[src/rtl/flash_seq_pkg.sv]
// Purpose: Shared constants and types for the flash program/erase sequencer
// Assumes: APB slave with 32-bit data and 12-bit byte address
// Notes: Control bits follow the order of ctrl_t, highest field first
package flash_seq_pkg;

   // ==========================================================
   // Bus and register map
   // ==========================================================
   localparam int APB_AW = 12;
   localparam logic [APB_AW-1:0] OFS_CTRL = 12'h000;
   localparam logic [APB_AW-1:0] OFS_BLOCK = 12'h004;
   localparam logic [APB_AW-1:0] OFS_ADDR = 12'h008;
   localparam logic [APB_AW-1:0] OFS_DATA = 12'h00C;
   localparam logic [APB_AW-1:0] OFS_STATUS = 12'h010;
   localparam int CTRL_W = 7;
   localparam int CTRL_PIN_BIT = 7;
   localparam logic [CTRL_W-1:0] CTRL_RESET = 7'h00;

   // ==========================================================
   // Flash array geometry
   // ==========================================================
   localparam int FADDR_W = 24;
   localparam int BLOCK_W = 8;
   localparam int VDATA_W = 16;
   localparam int PAGE_BYTES = 32;
   localparam int IDX_W = 5;
   localparam int FILL_W = 6;
   localparam logic [FILL_W-1:0] FILL_FULL = 6'h20;
   localparam logic [FADDR_W-1:0] VERIFY_STEP = 24'h000002;
   localparam logic [FADDR_W-1:0] BYTE_STEP = 24'h000001;
   localparam logic [IDX_W-1:0] PAGE_ALIGN = 5'h00;

   // ==========================================================
   // Types
   // ==========================================================
   typedef struct packed {
      logic ev;
      logic pv;
      logic erase;
      logic prog;
      logic erase_setup_bit;
      logic program_setup_bit;
      logic software_write_enable;
   } ctrl_t;

   typedef enum logic [2:0] {
      MODE_IDLE,
      MODE_PROG_SETUP,
      MODE_PROGRAM,
      MODE_ERASE_SETUP,
      MODE_ERASE,
      MODE_PROG_VERIFY,
      MODE_ERASE_VERIFY
   } mode_t;

   typedef struct packed {
      logic [FADDR_W-1:0] addr;
      logic [BLOCK_W-1:0] blocks;
      logic program_pulse;
      logic erase_pulse;
      logic verify;
   } array_ctl_t;

   // Mode follows the control bits; pulses need the flag and the pin high
   function automatic mode_t mode_of(input ctrl_t c, input logic pin_high);
      mode_t m;
      m = MODE_IDLE;
      if (c.software_write_enable && c.pv)
         m = MODE_PROG_VERIFY;
      else if (c.software_write_enable && c.ev)
         m = MODE_ERASE_VERIFY;
      else if (c.software_write_enable && c.program_setup_bit)
         m = (c.prog && pin_high) ? MODE_PROGRAM : MODE_PROG_SETUP;
      else if (c.software_write_enable && c.erase_setup_bit)
         m = (c.erase && pin_high) ? MODE_ERASE : MODE_ERASE_SETUP;
      return m;
   endfunction : mode_of

endpackage : flash_seq_pkg

[src/rtl/page_latch.sv]
// Purpose: Holds the 32 program bytes written by the controller
// Assumes: One byte write per cycle at most
// Notes: Fill count saturates at a full page
module page_latch
   import flash_seq_pkg::*;
(
   // Clock and reset
   input wire logic pclk,
   input wire logic presetn,
   // Byte writes
   input wire logic clear,
   input wire logic we,
   input wire logic [IDX_W-1:0] idx,
   input wire logic [7:0] wbyte,
   // Page contents
   output logic [PAGE_BYTES-1:0][7:0] page_data,
   output logic [FILL_W-1:0] fill
);

   typedef struct packed {
      logic [PAGE_BYTES-1:0][7:0] mem;
      logic [FILL_W-1:0] fill;
   } latch_state_t;

   latch_state_t s;
   latch_state_t next_s;

   // ==========================================================
   // Next state
   // ==========================================================
   always_comb
   begin
      next_s = s;
      if (clear)
         next_s.fill = '0;
      if (we)
      begin
         next_s.mem[idx] = wbyte;
         if (s.fill != FILL_FULL)
            next_s.fill = s.fill + 6'h01;
      end
   end

   always_ff @(posedge pclk or negedge presetn)
   begin
      if (!presetn)
         s <= '0;
      else
         s <= next_s;
   end

   assign page_data = s.mem;
   assign fill = s.fill;

endmodule : page_latch

[src/rtl/flash_seq.sv]
// Purpose: Flash program/erase sequencer with APB control registers
// Assumes: Array macro and guard timer run on pclk; write-enable pin is asynchronous
// Notes: Wait times and retry limits are kept by software
//
// What this block and its controller do
// RL1: Four flash modes entered only through setup, pulse and verify control bits.
// RL2: Array data reads are refused while a program or erase pulse runs.
// RL3: Program or erase pulses only with the pin high and software enable set.
// RL4: Controller toggles control bits only from code outside flash.
// RL5: Controller programs exactly 32 bytes per sequence.
// RL6: First address of each unit is 32-byte aligned in its low byte.
// RL7: After enable wait, 32 consecutive bytes are written; addresses and data latched.
// RL8: Unused bytes of a short unit are written as all ones.
// RL9: Controller arms the guard timer longer than the program waits.
// RL10: Set program setup, wait, then set the program bit.
// RL11: Program bit stays set no longer than one pulse time.
// RL12: Clear program bit, wait, then clear program setup to leave.
// RL13: Leaving program mode clears the guard timer setting.
// RL14: Verify dummy write latches address; 16-bit verify data returned for it.
// RL15: After 32 verified bytes, reprogram from computed data, at most N times.
// RL16: Controller keeps original and reprogram data buffers in RAM.
// RL17: Erase one block, selected after the enable wait.
// RL18: Arm guard, set erase setup, wait, then set erase bit.
// RL19: Erase bit stays set no longer than one erase time; no preprogram.
// RL20: Clear erase, wait, clear erase setup; device clears guard setting.
// RL21: Erase-verify advances on all ones, else re-erase at most N times.
module flash_seq
   import flash_seq_pkg::*;
(
   // Clock and reset
   input wire logic pclk,
   input wire logic presetn,
   // APB slave
   input wire logic psel,
   input wire logic penable,
   input wire logic pwrite,
   input wire logic [APB_AW-1:0] paddr,
   input wire logic [31:0] pwdata,
   output logic [31:0] prdata,
   output logic pready,
   output logic pslverr,
   // Write-enable pin
   input wire logic write_enable_pin,
   // Flash array macro
   output array_ctl_t array_ctl,
   output logic [PAGE_BYTES-1:0][7:0] page_data,
   input wire logic [VDATA_W-1:0] array_rdata,
   // Runaway guard timer
   output logic guard_disarm
);

   typedef struct packed {
      logic pin_meta;
      logic pin;
      ctrl_t ctrl;
      logic [BLOCK_W-1:0] blocks;
      logic [FADDR_W-1:0] addr;
      logic [FADDR_W-1:0] page_base;
      logic [FADDR_W-1:0] verify_addr;
      logic [VDATA_W-1:0] vdata;
      mode_t mode;
      array_ctl_t arr;
      logic disarm;
      logic [31:0] rdata;
      logic ready;
      logic err;
   } seq_state_t;

   seq_state_t s;
   seq_state_t next_s;
   logic access;
   logic verifying;
   logic pulsing;
   logic latch_we;
   logic latch_clear;
   logic [FILL_W-1:0] fill;

   // ==========================================================
   // Mode decoding
   // ==========================================================
   // Array reads are refused while either pulse runs
   function automatic logic is_pulse(input mode_t m);
      return (m == MODE_PROGRAM) || (m == MODE_ERASE);
   endfunction : is_pulse

   // Dummy writes and verify reads belong to both verify modes
   function automatic logic is_verify(input mode_t m);
      return (m == MODE_PROG_VERIFY) || (m == MODE_ERASE_VERIFY);
   endfunction : is_verify

   // ==========================================================
   // Page latch
   // ==========================================================
   page_latch u_page_latch (
      .pclk(pclk),
      .presetn(presetn),
      .clear(latch_clear),
      .we(latch_we),
      .idx(s.addr[IDX_W-1:0]),
      .wbyte(pwdata[7:0]),
      .page_data(page_data),
      .fill(fill)
   );

   // ==========================================================
   // Next state
   // ==========================================================
   always_comb
   begin
      next_s = s;
      access = psel && penable && !s.ready;
      verifying = is_verify(s.mode);
      pulsing = is_pulse(s.mode);
      latch_we = 1'b0;
      latch_clear = 1'b0;

      // Pin passes two flops before use
      next_s.pin_meta = write_enable_pin;
      next_s.pin = s.pin_meta;

      // One wait state: data and pready leave flops together
      next_s.ready = access;
      next_s.err = 1'b0;
      next_s.rdata = '0;
      next_s.disarm = 1'b0;

      // ==========================================================
      // Register writes and reads
      // ==========================================================
      if (access && pwrite)
      begin
         unique case (paddr)
            OFS_CTRL:
               next_s.ctrl = ctrl_t'(pwdata[CTRL_W-1:0]); // RL1
            OFS_BLOCK:
               next_s.blocks = pwdata[BLOCK_W-1:0]; // RL17
            OFS_ADDR:
            begin
               next_s.addr = pwdata[FADDR_W-1:0];
               latch_clear = 1'b1;
            end
            OFS_DATA:
            begin
               if (verifying)
               begin
                  // Dummy write fixes the address to be verified
                  next_s.verify_addr = s.addr; // RL14
                  next_s.addr = s.addr + VERIFY_STEP;
               end
               else if (!pulsing && s.ctrl.software_write_enable)
               begin
                  latch_we = 1'b1; // RL7
                  if (fill == '0)
                     next_s.page_base = {s.addr[FADDR_W-1:IDX_W], PAGE_ALIGN};
                  next_s.addr = s.addr + BYTE_STEP;
               end
            end
            default:
               next_s.err = 1'b1;
         endcase
      end
      else if (access)
      begin
         unique case (paddr)
            OFS_CTRL:
               next_s.rdata = {24'h000000, s.pin, s.ctrl};
            OFS_BLOCK:
               next_s.rdata = {24'h000000, s.blocks};
            OFS_ADDR:
               next_s.rdata = {8'h00, s.addr};
            OFS_DATA:
            begin
               if (pulsing)
                  next_s.err = 1'b1; // RL2
               else
                  next_s.rdata = {16'h0000, s.vdata}; // RL14
            end
            OFS_STATUS:
               next_s.rdata = {23'h000000, fill, s.mode};
            default:
               next_s.err = 1'b1;
         endcase
      end

      // ==========================================================
      // Verify data, guard release, mode and array controls
      // ==========================================================
      // Verify data of the latched address, only in the verify modes
      if (verifying)
         next_s.vdata = array_rdata; // RL14

      // Dropping a setup bit ends the mode and releases the guard
      if ((s.ctrl.program_setup_bit && !next_s.ctrl.program_setup_bit) || (s.ctrl.erase_setup_bit && !next_s.ctrl.erase_setup_bit))
         next_s.disarm = 1'b1; // RL13 RL20

      next_s.mode = mode_of(next_s.ctrl, s.pin); // RL1 RL3

      // Array controls follow the registered mode
      next_s.arr.program_pulse = (s.mode == MODE_PROGRAM); // RL3
      next_s.arr.erase_pulse = (s.mode == MODE_ERASE) && (s.blocks != '0); // RL3 RL17
      next_s.arr.verify = verifying;
      next_s.arr.blocks = s.blocks;
      next_s.arr.addr = verifying ? s.verify_addr : s.page_base;
   end

   always_ff @(posedge pclk or negedge presetn)
   begin
      if (!presetn)
      begin
         s <= '0;
         s.ctrl <= ctrl_t'(CTRL_RESET);
         s.mode <= MODE_IDLE;
      end
      else
         s <= next_s;
   end

   // ==========================================================
   // Outputs
   // ==========================================================
   assign prdata = s.rdata;
   assign pready = s.ready;
   assign pslverr = s.err;
   assign array_ctl = s.arr;
   assign guard_disarm = s.disarm;

endmodule : flash_seq

[config.mk]
export PLATFORM = sky130hd
export DESIGN_NAME = flash_seq
export DESIGN_NICKNAME = d
export VERILOG_FILES = /design/src/rtl/flash_seq_pkg.sv /design/src/rtl/page_latch.sv /design/src/rtl/flash_seq.sv
export SDC_FILE = /design/constraint.sdc
export NUM_CORES = 1
export LEC_CHECK = 0
export ABC_AREA = 1
export ABC_CLOCK_PERIOD_IN_PS = 3310
export BUFFER_PORTS_ARGS = -buffer_cell sky130_fd_sc_hd__buf_2
export CAP_MARGIN = 5
export CORE_ASPECT_RATIO = 0.9
export CORE_MARGIN = 10
export CORE_UTILIZATION = 49
export CTS_BUF_LIST = sky130_fd_sc_hd__clkbuf_16
export CTS_CLUSTER_SIZE = 40
export DETAILED_ROUTE_END_ITERATION = 8
export GPL_TIMING_DRIVEN = 0
export PLACE_DENSITY = 0.7
export SETUP_SLACK_MARGIN = 0.2
export SLEW_MARGIN = 20
export SYNTH_ARGS = -nofsm -noshare
export SYNTH_HDL_FRONTEND = slang
export SYNTH_SLANG_ARGS = --single-unit
[constraint.sdc]
create_clock -name pclk -period 3.31 [get_ports pclk]
set_input_delay 0.4965 -clock pclk [delete_from_list [all_inputs] [get_ports pclk]]
set_output_delay 0.4965 -clock pclk [all_outputs]
set_load 0.03 [all_outputs]
==> key figures <==
Timing
  • RSZ-0062 raised after global routing: false
  • Headroom to the max-slew limit: 0.441
  • Final Hold Viols: 0
  • Worst hold margin: 0.0605 ns
  • Least-Margin Pin Slew: 0.833 ns
  • Crit share post-route: 0.826
  • Shortest period the worst path allows: 2.73 ns
  • Clock Skew: 0.0165 ns
  • Pins over their slew limit: 0
  • Maximum operating frequency: 0.366 GHz
  • Total of endpoints with negative setup slack in the final report: 0

Power
  • Peak supply drop: 0.374 mV
  • Leakage power figure: 11.6 nW
  • Cell area power density: 485 nW/µm²

Setup path
  • Library cell appearing most often on the critical path: sky130_fd_sc_hd__nand2_1
  • Maximum cell stage delay along the critical path: 0.53 ns
  • CP Launch Type: flip-flop
  • Data required time of the worst path: 3.77 ns
  • Endpoint kind of the worst setup timing path: flip-flop
  • Crit-path cells: inv_1 > nand3_1 > nand2_2 > inv_1 > nand2_1 > nand2_1 > inv_1 > nand2_1 > nand2_1 > clkbuf_1 > buf_2 > nand2_1 > nand2_1 > inv_1
  • CP max-delay cell: sky130_fd_sc_hd__clkbuf_1
  • CP Max Fanout: 10
  • Signal arrival time at the worst endpoint: 3.20 ns
  • Kind of critical path: reg2reg

Detailed routing
  • Number of DRC markers after the initial detailed-route iteration: 1469
  • Number of optimization iterations in the first detailed-route pass: 7
  • Total routed wirelength: 60900 µm
  • Post-detailed-route via-to-cell ratio: 5.31
  • Detailed-route via count: 15.6k
  • Wire length per cell after detailed routing: 20.7 µm
  • Drc violations: 0
  • Detail Route Antenna Nets: 0

Floorplan
  • Effective utilization at floorplan: 0.498
  • Die width: 222 µm
  • Total Die Area: 44800 µm²
  • Site Rows: 66
  • Number of top-level pins: 392
  • Vertical die dimension: 202 µm
  • Core ar.: 36200 µm²

Placement
  • HPWL reported at the end of detailed placement: 44700 µm
  • Placer congestion estimate: 0.930
  • Placed instance count: 2854
  • Quantity of I/O buffers inserted on ports: 375

Global route
  • First-pass GRT wire length: 93800 µm
  • Grt ovf: 0
  • Maximum number of pins on one net before global-route repair: 107
  • Number of global-route vias before repair: 15.6k
  • Initial antenna violation count: 1
  • Total Routing Usage GR: 0.265

Synth
  • Dominant synthesized flop cell: sky130_fd_sc_hd__dfrtp_1
  • Number of synthesized flops with an enable pin: 0
  • Count leader, synth: sky130_fd_sc_hd__nand2_1
  • Synthesized instance count: 1992
  • Yosys top cell by area: sky130_fd_sc_hd__dfrtp_1
  • Top-area cell type share of the netlist area: 0.594
  • Number of unique standard cell types used by synthesis: 36
  • Post-synthesis area per instance: 9.04 µm²
  • Number of warnings issued by yosys: 0
  • Ranking of synthesized cells by area: sky130_fd_sc_hd__dfrtp_1, sky130_fd_sc_hd__nand2_1, sky130_fd_sc_hd__o21ai_0, sky130_fd_sc_hd__buf_4, sky130_fd_sc_hd__inv_1
  • Proportion of synthesized chip area in sequential cells: 0.594
  • Number of register bits inferred by synthesis: 427
  • Share of flip-flops with an asynchronous set or reset: 1.00
  • Cell area after synthesis: 18000 µm²
  • Most common library cells after synthesis: sky130_fd_sc_hd__nand2_1, sky130_fd_sc_hd__dfrtp_1, sky130_fd_sc_hd__o21ai_0

CTS
  • Cell at the root of the clock tree: sky130_fd_sc_hd__clkbuf_16
  • Clock transition at the register clock pins on the worst setup and hold paths after CTS: 0.06 ns
  • Sink Count: 427
  • Buffer levels on the longest clock path: 3
  • H-tree depth: 2
  • Clock latency reported for the late side of the worst-skew pair: 0.58 ns
  • Cts repair resizes: 0
  • Post-CTS repair timing setup buffer count: 0
  • Clock tree from TritonCTS: done
  • Total CTS buffers: 44

Cells and area
  • Sequential Area: 10700 µm²
  • Proportion of layout cells with a drive suffix above 1: 0.230
  • Non-filler cells in the finished layout: 2937
  • Total area of multi-input combinational cells: 5910 µm²
  • Final #Nets: 2498
  • Layout-stage area growth over the synthesis result: 22.9%
  • Count of filler cells inserted in the layout: 3200

Status
  • Outcome: finished, final reports clean

Flow run
  • Max-cap violations: 0

Min path
  • Class of the tightest hold or removal check: in2reg
==> final timing paths <==
| path | cells past startpoint | to | from | slack, ns |
|---|---|---|---|---|
| worst max register to register | 14 | s[157] | s[70] | 0.58 |
| worst max-delay path | 14 | s[157] | s[70] | 0.58 |
| worst min register to register | 0 | s[176] | next_s[176] | 0.36 |
| min in group asynchronous | 2 | prdata[9] | presetn | 0.42 |
| worst min-delay path | 1 | next_s[176] | write_enable_pin | 0.06 |
| max in group asynchronous | 4 | u_page_latch.page_data[75] | presetn | 1.62 |
==> metrics by stage <==
stage               setup TNS (ns)  area [µm²]   util  worst slack (ns)  total power, W
floorplan                        0       18000      -              1.24         0.00544
global placement          -2802.68       20500  0.567             -6.62         0.00566
detailed placement               0       20600  0.570             0.326         0.00568
CTS                              0       22100  0.612             0.662          0.0108
global route                     0       22100  0.612             0.368          0.0110
finish                           0       22100  0.612             0.575          0.0107
==> flip-flops by register name, indices dropped and copies added (netlist names) <==
name / flops
pslverr: 1
guard_disarm: 1
s: 94
array_ctl: 35
next_s: 9
pready: 1
prdata: 24
u_page_latch.page_data: 256
u_page_latch.fill: 6
==> cells in the final DEF, fill, tap and decap left out, drive strengths merged, types with 42 or more instances in the layout <==
cell / count
clkbuf: 102
dfrtp: 427
nand3: 73
o21ai: 349
nand2: 605
nand4: 42
buf: 482
inv: 129
nor2: 109
==> logic make-up (layout without fill, tap and decap cells) <==
family,Yosys count,in the layout,share of synthesized area
adders and majority gates,7,7,0.00486
other,1,9,0.000208
and+or+nand+nor,861,861,0.203
buffers and inverters,286,747,0.0795
xor gates and xnor gates,13,13,0.00632
DFF,427,427,0.594
AOI/OAI and AO/OA,397,397,0.113
==> routing by layer <==
metal,GRT usage,up-vias,share of wire
li1,-,7250,-
met1,0.329,7676,0.40
met2,0.428,579,0.47
met3,0.0915,103,0.099
met4,0.0838,0,0.029
met5,0,-,0
==> critical path, delay by kind of cell (launching register included) <==
family	cells	cell delay, ns
DFF	1	0.42
and+or+nand+nor	8	0.94
buffers and inverters	6	1.27
==> power breakdown <==
| part | total (W) | switching, W | internal, W |
|---|---|---|---|
| registers | 0.00524 | 0.00000895 | 0.00523 |
| logic | 0.000339 | 0.000267 | 0.0000717 |
| clock network | 0.00515 | 0.00218 | 0.00297 |
==> area by class of cell <==
class | instances | area share
well taps | 476 | 0.0269
multi-input cells | 1286 | 0.267
flip-flops and latches | 427 | 0.483
inverters | 126 | 0.0214
plain buffers | 160 | 0.0433
repair buffers | 380 | 0.0907
clock inverters | 36 | 0.0163
clock buffers | 45 | 0.0509
diodes | 1 | 0.000113
==> repair_timing <==
item / 4_1_cts / 5_1_grt
endpoints found under the setup margin: 0 / 0
hold buffers: 1 / 0
endpoints found under the hold margin: 41 / 0
Note: power is estimated with default switching activity, not from simulation.
